`src/rtl/cej_consts.svh`:
```
// Purpose: Shared constants of the instruction execution sequencer.
// Assumes: Included by its bare name from every design file that needs it.
// Notes:   Opcodes, field codes, register indices and clock counts.
`ifndef CEJ_CONSTS_SVH
`define CEJ_CONSTS_SVH

`define CEJ_OP_CMP_IMM  8'hfe
`define CEJ_OP_DEC_ADJ  8'h27
`define CEJ_OP_IRQ_OFF  8'hf3
`define CEJ_OP_IRQ_ON   8'hfb
`define CEJ_FLD_MEM     3'h6
`define CEJ_IDX_H       4'h4
`define CEJ_IDX_L       4'h5
`define CEJ_IDX_A       4'h7
`define CEJ_IDX_SPH     4'h8
`define CEJ_PC_RST      16'h0000
`define CEJ_BCD_NINE    4'h9
`define CEJ_FIX_LO      8'h06
`define CEJ_FIX_HI      8'h60
`define CEJ_CLK_CPI     4'h7
`define CEJ_CLK_RMW     4'ha
`define CEJ_CLK_JUMP    4'ha

`endif

```
`src/rtl/cej_pkg.sv`:
```
// Purpose: Types of the instruction execution sequencer.
// Assumes: Nothing.
// Notes:   Clock state, machine cycle and arithmetic operation codes.
package cej_pkg;

	typedef enum logic [2:0] {
		CEJ_T1 = 3'b000,
		CEJ_T2 = 3'b001,
		CEJ_T3 = 3'b010,
		CEJ_T4 = 3'b011,
		CEJ_T5 = 3'b100
	} cej_tstate_e;

	typedef enum logic [1:0] {
		CEJ_M1 = 2'b00,
		CEJ_M2 = 2'b01,
		CEJ_M3 = 2'b10
	} cej_mcycle_e;

	typedef enum logic [1:0] {
		CEJ_ALU_INC = 2'b00,
		CEJ_ALU_DEC = 2'b01,
		CEJ_ALU_CMP = 2'b10,
		CEJ_ALU_DAA = 2'b11
	} cej_aluop_e;

endpackage

```
`src/rtl/cej_exec.sv`:
```
// Purpose: Machine cycle and clock state sequencer for one instruction group.
// Assumes: Memory answers a read while RD_STROBE is high, sampled at T3.
// Notes:   Opcodes outside the group run as four-clock no-operations.
// Function
// - Fetch: address at T1, read and bump counter at T2, latch at T3.
// - Compare immediate sets flags from accumulator minus byte, keeps both.
// - Compare immediate: seven clocks, flags land at next fetch T2.
// - Decimal adjust adds six to low nibble above nine or aux carry.
// - Decimal adjust adds sixty when high nibble above nine, nine with low above nine, or carry.
// - Decimal adjust is four clocks, corrects at T4, sets all flags.
// - Register increment copies to operand latch, adds at T4, writes T5.
// - Memory increment reads pointer byte, adds, writes back: ten clocks.
// - Single increment and decrement set Z S P AC, keep carry.
// - Interrupt off clears the enable flop at T4, four clocks.
// - Interrupt on sets the enable flop at T4, four clocks.
// - Conditional jump picks zero, carry, parity or sign by field_a.
// - Conditional jump: ten clocks, target low byte first, then fetch.
`include "cej_consts.svh"
module cej_exec (
	// Clock and reset
	input  wire logic        CLK_SYS,
	input  wire logic        RST_N,
	// Memory bus
	output logic      [15:0] ADDR,
	input  wire logic [7:0]  DATA_IN,
	output logic      [7:0]  DATA_OUT,
	output logic             DATA_OE,
	output logic             RD_STROBE,
	output logic             WR_STROBE,
	output logic             SYNC,
	// Status
	output logic             ZERO_FLAG,
	output logic             SIGN_FLAG,
	output logic             PARITY_FLAG,
	output logic             CARRY_FLAG,
	output logic             AUX_CARRY_FLAG,
	output logic             IRQ_ENABLE
);
	cej_pkg::cej_tstate_e st_reg, st_next;
	cej_pkg::cej_mcycle_e mc_reg, mc_next;
	cej_pkg::cej_aluop_e  alu_op;
	logic [15:0] pc_reg, wz_reg, addr_reg;
	logic [7:0]  opcode_reg, act_reg, temp_reg, alu_reg, dout_reg;
	logic        jmp_go_reg, cmp_pend_reg, irq_en_reg;
	logic        z_reg, s_reg, p_reg, cy_reg, ac_reg;
	logic        oe_reg, rd_reg, wr_reg, sync_reg;
	logic [3:0]  icnt_reg;
	logic [7:0]  rda, rdb, alu_a, alu_res;
	logic        f_z, f_s, f_p, f_cy, f_ac;
	logic [3:0]  ra, rb, wa, wb;
	logic [7:0]  wda, wdb;
	logic        we_a, we_b;

	function automatic logic [3:0] pair_hi(input logic [1:0] pf);
		pair_hi = (pf == 2'b11) ? `CEJ_IDX_SPH : {1'b0, pf, 1'b0};
	endfunction

	function automatic logic op_incdec(input logic [7:0] op);
		op_incdec = (op[7:6] == 2'b00) && (op[2:1] == 2'b10);
	endfunction

	function automatic logic op_pair_dec(input logic [7:0] op);
		op_pair_dec = (op[7:6] == 2'b00) && (op[3:0] == 4'hb);
	endfunction

	function automatic logic [3:0] sel_ra(input logic [7:0] op);
		if (op_incdec(op) && op[5:3] == `CEJ_FLD_MEM)
			sel_ra = `CEJ_IDX_H;
		else if (op_incdec(op))
			sel_ra = {1'b0, op[5:3]};
		else if (op_pair_dec(op))
			sel_ra = pair_hi(op[5:4]);
		else
			sel_ra = `CEJ_IDX_A;
	endfunction

	function automatic logic [3:0] sel_rb(input logic [7:0] op);
		if (op_pair_dec(op))
			sel_rb = pair_hi(op[5:4]) | 4'h1;
		else
			sel_rb = `CEJ_IDX_L;
	endfunction

	// Opcode decode.
	wire        in_m1     = (mc_reg == cej_pkg::CEJ_M1);
	wire        in_m2     = (mc_reg == cej_pkg::CEJ_M2);
	wire        in_m3     = (mc_reg == cej_pkg::CEJ_M3);
	wire        at_t2     = (st_reg == cej_pkg::CEJ_T2);
	wire        at_t3     = (st_reg == cej_pkg::CEJ_T3);
	wire        at_t4     = (st_reg == cej_pkg::CEJ_T4);
	wire        at_t5     = (st_reg == cej_pkg::CEJ_T5);
	wire        is_cpi    = (opcode_reg == `CEJ_OP_CMP_IMM);
	wire        is_daa    = (opcode_reg == `CEJ_OP_DEC_ADJ);
	wire        is_di     = (opcode_reg == `CEJ_OP_IRQ_OFF);
	wire        is_ei     = (opcode_reg == `CEJ_OP_IRQ_ON);
	wire        is_dcx    = op_pair_dec(opcode_reg);
	wire        is_idm    = op_incdec(opcode_reg) &&
		(opcode_reg[5:3] == `CEJ_FLD_MEM);
	wire        is_idr    = op_incdec(opcode_reg) && !is_idm;
	wire        is_dec    = opcode_reg[0];
	wire        is_jcc    = (opcode_reg[7:6] == 2'b11) &&
		(opcode_reg[2:0] == 3'b010);
	wire [1:0]  field_a   = opcode_reg[5:4];
	wire        sense_bit = opcode_reg[3];
	wire [3:0]  flag_vec  = {s_reg, p_reg, cy_reg, z_reg};
	wire        field_a_hit  = (flag_vec[field_a] == sense_bit);
	wire        cmp_apply = in_m1 && at_t2 && cmp_pend_reg;
	wire        five_st   = is_idr || is_dcx;
	wire        multi_mc  = is_cpi || is_idm || is_jcc;
	wire [15:0] pair_val  = {rda, rdb};
	wire [15:0] pair_dec  = pair_val - 16'h0001;
	wire        wz_lo_ld  = in_m2 && at_t3 && is_jcc;
	wire        wz_hi_ld  = in_m3 && at_t3 && is_jcc;
	wire [15:0] wz_next   = {wz_hi_ld ? DATA_IN : wz_reg[15:8],
		wz_lo_ld ? DATA_IN : wz_reg[7:0]};
	wire        fl_load   = cmp_apply || (in_m1 && at_t4 && is_daa) ||
		(in_m1 && at_t5 && is_idr) || (in_m2 && at_t3 && is_idm);
	wire        wr_cyc    = (mc_next == cej_pkg::CEJ_M3) && is_idm;
	wire        enter_t1  = (st_next == cej_pkg::CEJ_T1);
	wire        bus_st    = (st_next == cej_pkg::CEJ_T2) ||
		(st_next == cej_pkg::CEJ_T3);
	wire        new_fetch = enter_t1 && (mc_next == cej_pkg::CEJ_M1);
	// A jump target is only pending on the way out of the third cycle.
	wire [15:0] addr_next = (mc_next == cej_pkg::CEJ_M1) ?
		(jmp_go_reg ? wz_next : pc_reg) :
		(is_idm ? pair_val : pc_reg);

	// Register reads: during T3 of fetch the opcode is still on DATA_IN.
	assign ra = (in_m1 && at_t3) ? sel_ra(DATA_IN) : sel_ra(opcode_reg);
	assign rb = (in_m1 && at_t3) ? sel_rb(DATA_IN) : sel_rb(opcode_reg);

	// Register writes.
	assign we_a = (in_m1 && at_t4 && is_daa) ||
		(in_m1 && at_t5 && (is_idr || is_dcx));
	assign wa   = is_daa ? `CEJ_IDX_A :
		(is_dcx ? pair_hi(field_a) : {1'b0, opcode_reg[5:3]});
	assign wda  = is_daa ? alu_res : (is_dcx ? pair_dec[15:8] : alu_reg);
	assign we_b = in_m1 && at_t5 && is_dcx;
	assign wb   = pair_hi(field_a) | 4'h1;
	assign wdb  = pair_dec[7:0];

	// Arithmetic operand and operation selection.
	assign alu_a  = cmp_apply ? act_reg :
		(in_m2 ? DATA_IN : (at_t4 ? rda : temp_reg));
	assign alu_op = cmp_apply ? cej_pkg::CEJ_ALU_CMP :
		(is_daa ? cej_pkg::CEJ_ALU_DAA :
		(is_dec ? cej_pkg::CEJ_ALU_DEC : cej_pkg::CEJ_ALU_INC));

	cej_regfile #(.DW(8), .N(10)) u_regs (
		.clk     (CLK_SYS),
		.rst_n   (RST_N),
		.ra      (ra),
		.rb      (rb),
		.rda_reg (rda),
		.rdb_reg (rdb),
		.we_a    (we_a),
		.wa      (wa),
		.wda     (wda),
		.we_b    (we_b),
		.wb      (wb),
		.wdb     (wdb)
	);

	cej_alu u_alu (
		.op    (alu_op),
		.a     (alu_a),
		.b     (temp_reg),
		.cy_in (cy_reg),
		.ac_in (ac_reg),
		.res   (alu_res),
		.z     (f_z),
		.s     (f_s),
		.p     (f_p),
		.cy    (f_cy),
		.ac    (f_ac)
	);

	// Clock state and machine cycle sequencing.
	always_comb begin
		st_next = st_reg;
		mc_next = mc_reg;
		unique case (st_reg)
			cej_pkg::CEJ_T1: st_next = cej_pkg::CEJ_T2;
			cej_pkg::CEJ_T2: st_next = cej_pkg::CEJ_T3;
			cej_pkg::CEJ_T3: begin
				if (in_m1) begin
					st_next = cej_pkg::CEJ_T4;
				end else begin
					st_next = cej_pkg::CEJ_T1;
					mc_next = (in_m2 && !is_cpi) ? cej_pkg::CEJ_M3 :
						cej_pkg::CEJ_M1;
				end
			end
			cej_pkg::CEJ_T4: begin
				st_next = five_st ? cej_pkg::CEJ_T5 : cej_pkg::CEJ_T1;
				mc_next = (!five_st && multi_mc) ? cej_pkg::CEJ_M2 :
					cej_pkg::CEJ_M1;
			end
			cej_pkg::CEJ_T5: begin
				st_next = cej_pkg::CEJ_T1;
				mc_next = cej_pkg::CEJ_M1;
			end
			default: begin
				st_next = cej_pkg::CEJ_T1;
				mc_next = cej_pkg::CEJ_M1;
			end
		endcase
	end

	always_ff @(posedge CLK_SYS or negedge RST_N) begin
		if (!RST_N) begin
			st_reg   <= cej_pkg::CEJ_T1;
			mc_reg   <= cej_pkg::CEJ_M1;
			icnt_reg <= 4'h0;
		end else begin
			st_reg   <= st_next;
			mc_reg   <= mc_next;
			icnt_reg <= new_fetch ? 4'h0 : icnt_reg + 4'h1;
		end
	end

	// Bus pins, all registered; address and strobes one state ahead.
	always_ff @(posedge CLK_SYS or negedge RST_N) begin
		if (!RST_N) begin
			addr_reg <= `CEJ_PC_RST;
			dout_reg <= 8'h00;
			rd_reg   <= 1'b0;
			wr_reg   <= 1'b0;
			oe_reg   <= 1'b0;
			sync_reg <= 1'b0;
		end else begin
			if (enter_t1)
				addr_reg <= addr_next;
			dout_reg <= alu_reg;
			rd_reg   <= bus_st && !wr_cyc;
			wr_reg   <= bus_st && wr_cyc;
			oe_reg   <= bus_st && wr_cyc;
			sync_reg <= enter_t1;
		end
	end

	// Program counter and jump target.
	always_ff @(posedge CLK_SYS or negedge RST_N) begin
		if (!RST_N) begin
			pc_reg     <= `CEJ_PC_RST;
			wz_reg     <= 16'h0000;
			jmp_go_reg <= 1'b0;
		end else begin
			wz_reg <= wz_next;
			if (in_m1 && at_t2)
				pc_reg <= (jmp_go_reg ? wz_reg : pc_reg) + 16'h0001;
			else if (at_t2 && !is_idm)
				pc_reg <= pc_reg + 16'h0001;
			if (in_m1 && at_t4)
				jmp_go_reg <= is_jcc && field_a_hit;
			else if (in_m1 && at_t2)
				jmp_go_reg <= 1'b0;
		end
	end

	// Opcode, accumulator hold and operand latches.
	always_ff @(posedge CLK_SYS or negedge RST_N) begin
		if (!RST_N) begin
			opcode_reg   <= 8'h00;
			act_reg      <= 8'h00;
			temp_reg     <= 8'h00;
			alu_reg      <= 8'h00;
			cmp_pend_reg <= 1'b0;
		end else begin
			if (in_m1 && at_t3)
				opcode_reg <= DATA_IN;
			if (in_m1 && at_t4 && is_cpi)
				act_reg <= rda;
			if (in_m1 && at_t4 && is_idr) begin
				temp_reg <= rda;
				alu_reg  <= alu_res;
			end else if (in_m2 && at_t3 && (is_cpi || is_idm)) begin
				temp_reg <= DATA_IN;
				alu_reg  <= alu_res;
			end
			// The compare finishes inside the following fetch cycle.
			if (in_m2 && at_t3 && is_cpi)
				cmp_pend_reg <= 1'b1;
			else if (cmp_apply)
				cmp_pend_reg <= 1'b0;
		end
	end

	// Status flags and interrupt enable.
	always_ff @(posedge CLK_SYS or negedge RST_N) begin
		if (!RST_N) begin
			{z_reg, s_reg, p_reg, cy_reg, ac_reg} <= 5'h00;
			irq_en_reg <= 1'b0;
		end else begin
			if (fl_load) begin
				{z_reg, s_reg, p_reg} <= {f_z, f_s, f_p};
				cy_reg <= f_cy;
				ac_reg <= f_ac;
			end
			if (in_m1 && at_t4 && is_di)
				irq_en_reg <= 1'b0;
			else if (in_m1 && at_t4 && is_ei)
				irq_en_reg <= 1'b1;
		end
	end

	assign ADDR           = addr_reg;
	assign DATA_OUT       = dout_reg;
	assign DATA_OE        = oe_reg;
	assign RD_STROBE      = rd_reg;
	assign WR_STROBE      = wr_reg;
	assign SYNC           = sync_reg;
	assign ZERO_FLAG      = z_reg;
	assign SIGN_FLAG      = s_reg;
	assign PARITY_FLAG    = p_reg;
	assign CARRY_FLAG     = cy_reg;
	assign AUX_CARRY_FLAG = ac_reg;
	assign IRQ_ENABLE     = irq_en_reg;
endmodule

```
`src/rtl/cej_regfile.sv`:
```
// Purpose: Working registers, two registered read ports, two write ports.
// Assumes: Writes to the same entry on both ports never coincide.
// Notes:   Read data appear one clock after the address.
module cej_regfile #(
	parameter int DW = 8,
	parameter int N  = 10
) (
	// Clock and reset
	input  wire logic          clk,
	input  wire logic          rst_n,
	// Read ports
	input  wire logic [3:0]    ra,
	input  wire logic [3:0]    rb,
	output logic      [DW-1:0] rda_reg,
	output logic      [DW-1:0] rdb_reg,
	// Write ports
	input  wire logic          we_a,
	input  wire logic [3:0]    wa,
	input  wire logic [DW-1:0] wda,
	input  wire logic          we_b,
	input  wire logic [3:0]    wb,
	input  wire logic [DW-1:0] wdb
);
	logic [DW-1:0] mem_reg [N];

	for (genvar i = 0; i < N; i++) begin : g_ent
		wire hit_a = we_a && (wa == 4'(i));
		wire hit_b = we_b && (wb == 4'(i));
		always_ff @(posedge clk or negedge rst_n) begin
			if (!rst_n)
				mem_reg[i] <= '0;
			else if (hit_a)
				mem_reg[i] <= wda;
			else if (hit_b)
				mem_reg[i] <= wdb;
		end
	end

	always_ff @(posedge clk or negedge rst_n) begin
		if (!rst_n) begin
			rda_reg <= '0;
			rdb_reg <= '0;
		end else begin
			rda_reg <= mem_reg[ra];
			rdb_reg <= mem_reg[rb];
		end
	end
endmodule

```
`src/rtl/cej_alu.sv`:
```
// Purpose: Byte arithmetic for increment, decrement, compare and BCD fix.
// Assumes: Purely combinational; the caller registers what it keeps.
// Notes:   Parity is set for an even count of ones.
`include "cej_consts.svh"
module cej_alu (
	// Operation
	input  wire cej_pkg::cej_aluop_e op,
	input  wire logic [7:0]          a,
	input  wire logic [7:0]          b,
	input  wire logic                cy_in,
	input  wire logic                ac_in,
	// Result
	output logic      [7:0]          res,
	output logic                     z,
	output logic                     s,
	output logic                     p,
	output logic                     cy,
	output logic                     ac
);
	wire       lo_fix = (a[3:0] > `CEJ_BCD_NINE) || ac_in;
	wire       hi_fix = (a[7:4] > `CEJ_BCD_NINE) || cy_in ||
		((a[7:4] >= `CEJ_BCD_NINE) && (a[3:0] > `CEJ_BCD_NINE));
	wire [7:0] corr = (lo_fix ? `CEJ_FIX_LO : 8'h00) |
		(hi_fix ? `CEJ_FIX_HI : 8'h00);
	wire [4:0] lo_sum = {1'b0, a[3:0]} + {1'b0, corr[3:0]};
	wire [4:0] cmp_lo = {1'b0, a[3:0]} + {1'b0, ~b[3:0]} + 5'h01;

	always_comb begin
		res = a;
		cy  = cy_in;
		ac  = ac_in;
		unique case (op)
			cej_pkg::CEJ_ALU_INC: begin
				res = a + 8'h01;
				ac  = (a[3:0] == 4'hf);
			end
			cej_pkg::CEJ_ALU_DEC: begin
				res = a - 8'h01;
				ac  = (a[3:0] != 4'h0);
			end
			cej_pkg::CEJ_ALU_CMP: begin
				res = a - b;
				cy  = (a < b);
				ac  = cmp_lo[4];
			end
			cej_pkg::CEJ_ALU_DAA: begin
				res = a + corr;
				cy  = cy_in || hi_fix;
				ac  = lo_sum[4];
			end
		endcase
		z = (res == 8'h00);
		s = res[7];
		p = ~^res;
	end
endmodule

```
`config.mk`:
```
export PLATFORM = sky130hd
export DESIGN_NAME = cej_exec
export DESIGN_NICKNAME = d
export VERILOG_FILES = /design/src/rtl/cej_pkg.sv /design/src/rtl/cej_exec.sv /design/src/rtl/cej_regfile.sv /design/src/rtl/cej_alu.sv
export VERILOG_INCLUDE_DIRS = /design/src /design/src/rtl
export SDC_FILE = /design/constraint.sdc
export NUM_CORES = 1
export LEC_CHECK = 0
export BUFFER_PORTS_ARGS = -buffer_cell sky130_fd_sc_hd__buf_2
export CORE_UTILIZATION = 61
export CTS_CLUSTER_SIZE = 40
export DETAILED_ROUTE_END_ITERATION = 8
export GPL_ROUTABILITY_DRIVEN = 0
export PLACE_DENSITY = 0.77
export SYNTH_ARGS = -nofsm -noshare
export SYNTH_HDL_FRONTEND = slang
export SYNTH_SLANG_ARGS = --single-unit
```
`constraint.sdc`:
```
create_clock -name CLK_SYS -period 4.95 [get_ports CLK_SYS]
set_input_delay 0.99 -clock CLK_SYS [delete_from_list [all_inputs] [get_ports CLK_SYS]]
set_output_delay 0.99 -clock CLK_SYS [all_outputs]
set_load 0.1 [all_outputs]
```
# [Word-level counts from Yosys, hierarchy flattened]
# Cells that the tools add are included.
# W data, S select, Z words.
[op_classes] eq_ne=41 mux=76 reduce_logical=95 add_sub_neg=10 n_lt_le_gt_ge=7 n_bitwise=4
[op_table] cell="$mux W8" count=31
[op_table] cell="$mux W16" count=6
[op_table] cell="$bmux W8 S4" count=2
[op_table] cell="$mux W4" count=14
[op_table] cell="$logic_and A1 B1 Y1" count=52
[op_table] cell="$add A16 B1 Y16 const B" count=2
[op_table] cell="$pmux W8 S4" count=1
[op_table] cell="$eq A8 B8 Y1 const B" count=3
[op_table] cell="$reduce_bool A2 Y1" count=12
[op_table] cell="$eq A4 B4 Y1 const B" count=5
[op_table] cell="$eq A2 B2 Y1 const B" count=9
[op_table] cell="$eq A3 B2 Y1 const B" count=6
[op_table] cell="$eq A4 B3 Y1 const B" count=4
[op_table] cell="$sub A16 B1 Y16 const B" count=1
[op_table] cell="$eq A3 B3 Y1 const B" count=4
[op_table] cell="$logic_or A1 B1 Y1" count=12
[op_table] cell="$pmux W3 S4" count=1
[op_table] cell="$add A4 B4 Y5" count=2
[op_table] cell="$ge A5 B5 Y1 const B" count=2
[op_table] cell="$logic_not A2 Y1" count=5
[op_table] cell="$mux W2" count=5
[op_table] cell="$not A4 Y5" count=2
[op_table] cell="$eq A3 B1 Y1 const B" count=3
[op_table] cell="$logic_not A3 Y1" count=3
[op_table] cell="other kinds (30)" count=46
[totals] inputBits=10 word_cells=266 regBits=200

# [Longest topological paths before layout]
# Gate-level depths: netlist (run 1).
[depth] word_depth=14 mapped_depth=21 mapped_depth_nobuf=19

# [Modules after synthesis]
# A second synthesis (run 1) with hierarchy kept.
[unflattened] hier_cells=1487 area_unflattened_um2=13570.5
[modules_own_cells] module="cej_exec" area_each_um2=6638.9 instances=1 cells_per_inst=688 seq_area_each_um2=2602.5
[modules_own_cells] module="cej_regfile" area_each_um2=5903.2 instances=1 cells_per_inst=657 seq_area_each_um2=2402.3
[modules_own_cells] module="cej_alu" area_each_um2=1028.5 instances=1 cells_per_inst=142 seq_area_each_um2=0.0

# [Worst setup path after synthesis (run 1)]
# Ideal clock, no wire load.
[synth_timing] kind="in2reg" start="input port DATA_IN[1]" end="register p_reg, in the netlist PARITY_FLAG" required_ns=4.799 path_stages=19 arrival_ns=4.103 setup_time_ns=0.151 setup_slack_ns=0.696 path_cell_list="clkbuf_1 > nor2_1 > o31ai_2 > or2_1 > a21o_1 > a21oi_1 > inv_1 > ha_1 > a211oi_1 > o21ai_0 > a31oi_1 > xnor2_1 > xor2_1 > nor2_1 > nor2_1 > ha_1 > xor2_1 > xnor2_1 > o21ai_0"
[synth_between] elab_chain_cells=10
[synth_lines] element="start: declaration" line_no="cej_exec.sv:25" rtl="input wire logic [7:0] DATA_IN,"
[synth_lines] element="$mux W8 (*)" line_no="cej_exec.sv:144" rtl="(in_m2 ? DATA_IN : (at_t4 ? rda : temp_reg));"
[synth_lines] element="$mux W8 (*)" line_no="cej_exec.sv:143" rtl="assign alu_a = cmp_apply ? act_reg :"
[synth_lines] element="$gt A4 B4 Y1 (no source line)"
[synth_lines] element="$logic_and A1 B1 Y1" line_no="cej_alu.sv:22" rtl="((a[7:4] >= `CEJ_BCD_NINE) && (a[3:0] > `CEJ_BCD_NINE));"
[synth_lines] element="$logic_or A1 B1 Y1" line_no="cej_alu.sv:21" rtl="wire hi_fix = (a[7:4] > `CEJ_BCD_NINE) || cy_in ||"
[synth_lines] element="$mux W7" line_no="cej_alu.sv:24" rtl="(hi_fix ? `CEJ_FIX_HI : 8'h00);"
[synth_lines] element="$or A8 B8 Y8" line_no="cej_alu.sv:23" rtl="wire [7:0] corr = (lo_fix ? `CEJ_FIX_LO : 8'h00) |"
[synth_lines] element="$add A8 B8 Y8" line_no="cej_alu.sv:47" rtl="res = a + corr;"
[synth_lines] element="$pmux W8 S4 (*)" line_no="cej_alu.sv:32" rtl="unique case (op)"
[synth_lines] element="$reduce_xnor A8 Y1 (*)" line_no="cej_alu.sv:54" rtl="p = ~^res;"
[synth_lines] element="end signal: assignment" line_no="cej_exec.sv:296" rtl="{z_reg, s_reg, p_reg} <= {f_z, f_s, f_p};"
[synth_lines] element="end: declaration" line_no="cej_exec.sv:45" rtl="logic z_reg, s_reg, p_reg, cy_reg, ac_reg;"
# Mark *: on every way between the ends. The rest lies on a longest branch, timed or not.
# A chain may end at the register's enable or synchronous reset.

# [Worst setup path after layout (run 1)]
[layout_timing] start="register mc_reg[0]" end="register p_reg, in the netlist PARITY_FLAG"
[layout_between] elab_chain_cells=12
[layout_lines] element="start: declaration" line_no="cej_exec.sv:40" rtl="cej_pkg::cej_mcycle_e mc_reg, mc_next;"
[layout_lines] element="start signal: assignment" line_no="cej_exec.sv:213" rtl="mc_reg <= cej_pkg::CEJ_M1;"
[layout_lines] element="start signal: assignment" line_no="cej_exec.sv:217" rtl="mc_reg <= mc_next;"
[layout_lines] element="$logic_not A2 Y1" line_no="cej_exec.sv:85" rtl="wire in_m1 = (mc_reg == cej_pkg::CEJ_M1);"
[layout_lines] element="$logic_and A1 B1 Y1 (2 in series)" line_no="cej_exec.sv:107" rtl="wire cmp_apply = in_m1 && at_t2 && cmp_pend_reg;"
[layout_lines] element="$mux W8" line_no="cej_exec.sv:143"
[layout_lines] element="$gt A4 B4 Y1 (no source line) / $ge A4 B4 Y1 (equally long branches)"
[layout_lines] element="$logic_or A1 B1 Y1 / $logic_and A1 B1 Y1 (equally long branches)" line_no="cej_alu.sv:21, cej_alu.sv:22"
[layout_lines] element="$logic_or A1 B1 Y1" line_no="cej_alu.sv:21"
[layout_lines] element="$mux W7" line_no="cej_alu.sv:24"
[layout_lines] element="$or A8 B8 Y8" line_no="cej_alu.sv:23"
[layout_lines] element="$add A8 B8 Y8" line_no="cej_alu.sv:47"
[layout_lines] element="$pmux W8 S4" line_no="cej_alu.sv:32"
[layout_lines] element="$reduce_xnor A8 Y1" line_no="cej_alu.sv:54"
# Parallel ways exist; a longest one is shown, timed or not.

==> run summary, run 1 <==
Global route overflow - 0
Leak Pwr - 0.005577 uW
Overall Power - 8071 uW
DR WL/cell - 21.31 um
Fillers - 1504
Initial Util - 0.6293
Tot GR Track Use - 0.3455
Final Skew - 17.34 ps
Syn. warnings - 0
Final hold vios - 0
Int Power - 4133 uW
Flop-to-flop setup slack - 390 ps
Core area - 18960 um^2
Part of the power in the clock network - 0.167
CTS tree - built
RSZ-0062 raised after global routing - false
Dpl hpwl - 23.52 mm
Worst reg2reg path endpoint - PARITY_FLAG$_DFFE_PN0N_
I/O pins - 44
Routed vias/inst - 6.439
Met3 routed WL - 2.803 mm
Slew Viols, Final - 0
Post-CTS sizing - 0
IO Port Bufs - 43
Clock-pin slew of the registers on the worst-case setup and hold paths - 80 ps
DR iter-0 viols - 1247
Root Buffer - clkbuf_16
Tcrit/Tclk final - 0.9210
Ant diodes - 0
Sw Ratio - 0.4880
Final WL - 33.47 mm
Hold Path Class - reg2reg
Setup violators final - 0
Tightest Pin Transition - 1117 ps
Hold path startpoint - u_regs.mem_reg[25]$_DFFE_PN0P_
Syn Area/Cell - 9.305 um^2
Post-layout minimum cycle time - 4559 ps
Distinct cells, synth - 84
Worst hold path endpoint - u_regs.mem_reg[25]$_DFFE_PN0P_
Worst r2r src - mc_reg[0]$_DFF_PN0_
Worst skew pair latency - 460 ps
H-Tree Level Count - 4
Status - completed
Peak supply drop - 0.4170 mV
Power density over the cells - 622.0 nW/um^2
Largest net degree at the start of global routing - 86
Max Used Layer - met4
Detail Route Antenna Nets - 0
FP Rows - 50
Clock Path Buffers - 2
Critical path class - reg2reg
Layout area overhead - 8.768%
Nets@finish - 1332
Inst Count DP - 1539
Synthesis-stage register bit count - 200
Fmax - 0.2194 GHz
Post-cts hold buffer count - 0
Hold slack - 384.7 ps
Seq/Total Area, Yosys - 0.4196
Number of flops mapped to enable cells by yosys - 0
Met1 WL - 13.70 mm
Die extent in y - 141.8 um
Number of global-route vias before repair - 9731
Initial antenna violation count - 0
CTS buffer count - 17
First-pass GRT wire length - 52.61 mm
Crit start category - register
Finished Layout Cells - 1571
Vias - 10120
Comb pwr share - 0.552
Drc violations - 0
Worst Reg2Reg Path Length in Cells - 20
Prevailing post-synth register cell - dfrtp_1
Post-CTS Setup Bufs - 0
CP startpoint - mc_reg[0]$_DFF_PN0_
Syn Inst Count - 1282
Clk sink count - 200
Max Cap Viol - 0
Max FFs per register - 80
CP max FO - 10
Die area - 20120 um^2
Setup tns final - 0 ps
Mapped cell area - 11930 um^2
Die X - 141.8 um
Syn nets - 1316
Arrival time worst endpoint - 4860 ps
Worst setup margin - 391.1 ps
Routed wl met2 - 15.66 mm
Net switching power figure - 3938 uW
Drt pass-1 iters - 5
Rel. slew slack - 0.2556
Hold Path Stages - 0
Dpl ws - 424.7 ps
Worst Setup End Kind - register
Ys async rst share - 1.000
Sequential power share - 0.281
CP required - 5250 ps
Share of cells above drive strength 1 - 0.1388
-- worst max-delay path, cell delays in order, from the launching register on --
cell	delay, ps
dfrtp_1	540
nor2b_1	630
a211oi_1	120
o31ai_1	350
buf_4	200
o211ai_1	80
a21boi_1	190
o21ai_0	100
o21ai_0	140
ha_1	360
o21ai_0	110
nand2b_1	70
a31oi_1	200
xnor2_1	190
xor2_1	230
nor2_1	90
nor2_1	100
ha_1	250
xor2_1	230
xnor2_1	140
o21ai_0	80
-- logic make-up (layout without fill, tap and decap cells) --
kind of cell               Yosys count  in the layout  synth area share
and+or+nand+nor                    436            436            0.1757
AOI/OAI and AO/OA                  313            313            0.1646
DFF                                200            200            0.4196
muxes                              173            173            0.1539
buffers and inverters              106            135           0.03786
xor gates and xnor gates            30             30           0.02203
adders and majority gates           24             24           0.02643
-- how the worst max path moves through the flow --
stage                                    endpoint  slack, ps  cells after the start
after global placement    PARITY_FLAG$_DFFE_PN0N_        490                     19
after global routing      PARITY_FLAG$_DFFE_PN0N_        110                     19
after floorplan           PARITY_FLAG$_DFFE_PN0N_        700                     19
final                     PARITY_FLAG$_DFFE_PN0N_        390                     20
after detailed placement  PARITY_FLAG$_DFFE_PN0N_        420                     19
after CTS                 PARITY_FLAG$_DFFE_PN0N_        480                     20
-- power by group through the flow --
stage / clock network, uW / registers, uW / logic [uW]
5_1_grt: 1430 / 2300 / 4810
6_report: 1350 / 2270 / 4450
4_1_cts: 1360 / 2260 / 4390
3_3_place_gp: 0 / 2270 / 4270
2_1_floorplan: 0 / 2760 / 2760
3_5_place_dp: 0 / 2280 / 4370
-- area by class of cell --
| type | instances | area, um^2 | area share |
|---|---|---|---|
| clock buffers | 19 | 442.9 | 0.03414 |
| well taps | 260 | 325.3 | 0.02507 |
| inverters | 22 | 82.58 | 0.006365 |
| repair buffers | 81 | 521.8 | 0.04021 |
| multi-input cells | 976 | 6484 | 0.4997 |
| flip-flops and latches | 200 | 5005 | 0.3857 |
| clock inverters | 13 | 113.9 | 0.008775 |
-- metal layers --
metal | track usage | vias to the layer above
met4 | 0.1647 | 0
met3 | 0.06885 | 84
met2 | 0.5504 | 485
met1 | 0.4537 | 4897
li1 | - | 4650
met5 | 0 | -
-- layout by cell type, fill, tap and decap left out, types with 5 or more instances in the layout --
cell type / instances
or2_1: 5
mux2_1: 26
o21ai_0: 56
a211oi_1: 12
nor3_1: 22
nand2b_1: 5
mux2_2: 47
xnor2_1: 17
o21ai_1: 77
buf_4: 37
mux2i_1: 99
nor2b_1: 10
and2_1: 5
a22oi_1: 5
ha_1: 22
or4_1: 6
nand4_1: 13
and3_1: 8
nand2_1: 183
o211ai_1: 11
and4b_1: 10
nand3_1: 28
or3_1: 8
inv_1: 21
a31oi_1: 8
a21o_1: 9
clkbuf_16: 17
a221oi_1: 9
a21oi_1: 61
dfrtp_1: 200
xor2_1: 13
buf_2: 42
o31ai_1: 13
nor2_1: 99
-- synth_stat cells, types with 3 or more instances --
master       n  area, um^2
o21a_1       4       30.03
ha_1        22       275.3
a211oi_1    12       90.09
a21oi_1     61       305.3
xnor2_1     17       148.9
inv_1       21       78.83
nor2_1      99       371.6
o31ai_2      3       37.54
nor2_2       3       18.77
or3_1        8       50.05
mux2_1      26       292.8
o22ai_1      3       18.77
o21ai_0     56       280.3
buf_1        4       15.01
a22oi_1      5       37.54
or4_1        6       45.04
o211ai_1    11       82.58
nor4_1       4       25.02
a221oi_1     9       78.83
o221ai_1     4       35.03
mux2i_1     99       991.0
nor2b_1     10       62.56
nand2_1    183       686.9
nor3_1      22       110.1
mux2_2      47       529.3
nand3_1     28       140.1
xor2_1      13       113.9
nor3b_1      4       30.03
clkbuf_1    51       191.4
a31oi_1      8       50.05
a211o_1      3       26.28
nand4_1     13       81.33
buf_2       25       125.1
o31ai_1     13       97.59
or2_1        5       31.28
nor3_2       3       30.03
and2_1       5       31.28
dfrtp_1    200        5005
nand2b_1     5       31.28
o21ai_1     78       390.4
a21o_1       9       67.56
o2111ai_1    4       35.03
and3_1       8       50.05
and4b_1     10       100.1
o21bai_1     4       30.03
-- metrics by stage --
step | utilization | cell area [um^2]
2_1_floorplan | - | 11930
3_3_place_gp | 0.6551 | 12420
3_5_place_dp | 0.6551 | 12420
4_1_cts | 0.6845 | 12970
5_1_grt | 0.6845 | 12970
6_report | 0.6845 | 12970
No activity file was read; power rests on OpenSTA's default activity.
==> inputs of run 2 (changes only) <==
Settings changed: REMOVE_ABC_BUFFERS from default to 1.
==> run summary, run 2 (synthesis gave the netlist of run 1 again) <==
Status - completed
Clk sink count - 200 (unchanged)
Crit start category - register
Setup violators final - 0 (unchanged)
Clock-pin slew of the registers on the worst-case setup and hold paths - 80 ps (about the same)
I/O pins - 44 (unchanged)
Drt pass-1 iters - 6 (+1)
Power density over the cells - 628.1 nW/um^2 (+0.97%)
Final instance area - 13050 um^2 (+0.59%)
Final hold vios - 0 (unchanged)
Area post-placement - 12400 um^2 (-0.13%)
Root Buffer - clkbuf_16
Vias - 10280 (+1.6%)
Worst Setup End Kind - register
Hold Path Class - reg2reg
Register area - 5007 um^2 (about the same)
Met3 GRT Util - 0.05636 (-0.01249)
CTS buffer count - 17 (unchanged)
Slew Viols, Final - 0 (unchanged)
DR WL/cell - 21.55 um (+1.1%)
CP required - 5220 ps (-30 ps)
Largest net degree at the start of global routing - 113 (+31%)
Rel. slew slack - 0.2219 (-0.03379)
Most frequent cells in the layout - dfrtp_1 (198), nand2_1 (183), nor2_1 (99), mux2i_1 (99), o21ai_1 (77)
Grt peak-use layer - met2
First-pass GRT wire length - 53.54 mm (+1.8%)
Fmax - 0.2227 GHz (+1.5%)
DR iter-0 viols - 1081 (-13%)
Nets@finish - 1333 (+0.075%)
Die X - 141.8 um (unchanged)
Core area - 18960 um^2 (unchanged)
CP bufs+invs - 2 (+1)
Leak Pwr - 0.005601 uW (+0.44%)
Area of the multi-input gates - 6497 um^2 (+0.21%)
Max FFs per register - 80 (unchanged)
Dpl hpwl - 23.42 mm (-0.39%)
Post-Route Utilization - 0.6885 (+0.004027)
Cells along the critical path - buf_4 > and4b_1 > a211oi_1 > o31ai_1 > or2_1 > a21o_1 > a21oi_1 > inv_1 > ha_1 > a211oi_1 > o21ai_0 > a31oi_1 > xnor2_1 > xor2_1 > nor2_1 > nor2_1 > ha_1 > xor2_1 > xnor2_1 > o21ai_0
Worst skew pair latency - 450 ps (about the same)
Overall Power - 8197 uW (+1.6%)
Post-layout minimum cycle time - 4491 ps (-67.94 ps)
Tightest Pin Transition - 1159 ps (+42.91 ps)
CP max FO - 20 (+10)
H-Tree Level Count - 4 (unchanged)
Share of cells above drive strength 1 - 0.1441 (+0.005230)
Setup tns final - 0 ps (unchanged)
Hold slack - 380.0 ps (-4.691 ps)
CP max-delay cell - dfrtp_1
CTS tree - built
Critical path class - reg2reg
RSZ-0062 raised after global routing - false
Final WL - 33.90 mm (+1.3%)
Peak supply drop - 0.4995 mV (+20%)
Number of global-route vias before repair - 9825 (+0.97%)
Drc violations - 0 (unchanged)
Initial antenna violation count - 1 (+1)
Tcrit/Tclk final - 0.9073 (-0.01373)
Detail Route Antenna Nets - 0 (unchanged)
Flop-to-flop setup slack - 460 ps (+70 ps)
Layout area overhead - 9.409%
Met1 Use GR - 0.4652 (+0.01150)
Clock Path Buffers - 2 (unchanged)
IO Port Bufs - 43 (unchanged)
Arrival time worst endpoint - 4770 ps (-90 ps)
Die extent in y - 141.8 um (unchanged)
Crit path max-delay family - compound AO/OA/AOI/OAI gates
Fillers - 1530 (+1.7%)
Global route overflow - 0 (unchanged)
Max Cap Viol - 0 (unchanged)
FP Rows - 50 (unchanged)
Commonest non-fill, non-tap cell in the layout - dfrtp_1
Initial Util - 0.6293 (unchanged)
Die area - 20120 um^2 (unchanged)
Met2 usage - 0.5634 (+0.01296)
Delay of the slowest critical-path stage - 370 ps (-260 ps)
Routed vias/inst - 6.533 (+1.5%)
Tot GR Track Use - 0.3510 (+0.005494)
Final Skew - 13.10 ps (-4.241 ps)
Post-cts hold buffer count - 0 (unchanged)
[run 2: changes by cell type in the layout (fill, tap and decap cells not counted), moves of 2 or more]
cell	delta
dfrtp_2	+2
clkinvlp_4	+2
clkinv_2	-2
dfrtp_1	-2
bufinv_16	+2
[run 2: repair_timing]
action	4_1_cts	5_1_grt
endpoints found under the setup margin	0	1
buffers inserted	0	4
gates resized for setup	0	4
[run 2: metal layers]
layer | share of wire | vias to the layer above
met5 | 0 | -
met4 | 0.039 | 0
met3 | 0.079 | 110
met2 | 0.47 | 526
met1 | 0.41 | 4994
li1 | - | 4646
[run 2: worst paths after layout]
check / start / end / cells past startpoint
setup / recovery: st_reg[2]$_DFF_PN0_ / PARITY_FLAG$_DFFE_PN0N_ / 20
hold / removal: u_regs.mem_reg[26]$_DFFE_PN0P_ / u_regs.mem_reg[26]$_DFFE_PN0P_ / 0
setup reg to reg: st_reg[2]$_DFF_PN0_ / PARITY_FLAG$_DFFE_PN0N_ / 20
hold reg to reg: u_regs.mem_reg[26]$_DFFE_PN0P_ / u_regs.mem_reg[26]$_DFFE_PN0P_ / 0
max in group asynchronous: RST_N / u_regs.mem_reg[36]$_DFFE_PN0P_ / 2
min in group asynchronous: RST_N / temp_reg[5]$_DFFE_PN0P_ / 1
[run 2: through the flow]
step | instances | setup WS [ps]
final | 1573 | 459.1
after CTS | 1568 | 329.8
after detailed placement | 1536 | 325.9
after global routing | 1572 | 21.17
after global placement | 1536 | 507.6
after floorplan | 1198 | -25.70
[run 2: report_power, final]
| part | leakage (uW) | internal (uW) | switching (uW) | total (uW) |
|---|---|---|---|---|
| registers | 0.00239 | 1930 | 318 | 2240 |
| logic | 0.00292 | 1540 | 2950 | 4480 |
| clock network | 0.000290 | 769 | 699 | 1470 |
[run 2: layout make-up]
class                   instances  area share
diodes                          1   0.0001917
flip-flops and latches        200      0.3837
repair buffers                 82     0.04055
clock inverters                15     0.01390
clock buffers                  17     0.03260
multi-input cells             976      0.4978
well taps                     260     0.02493
inverters                      22    0.006327
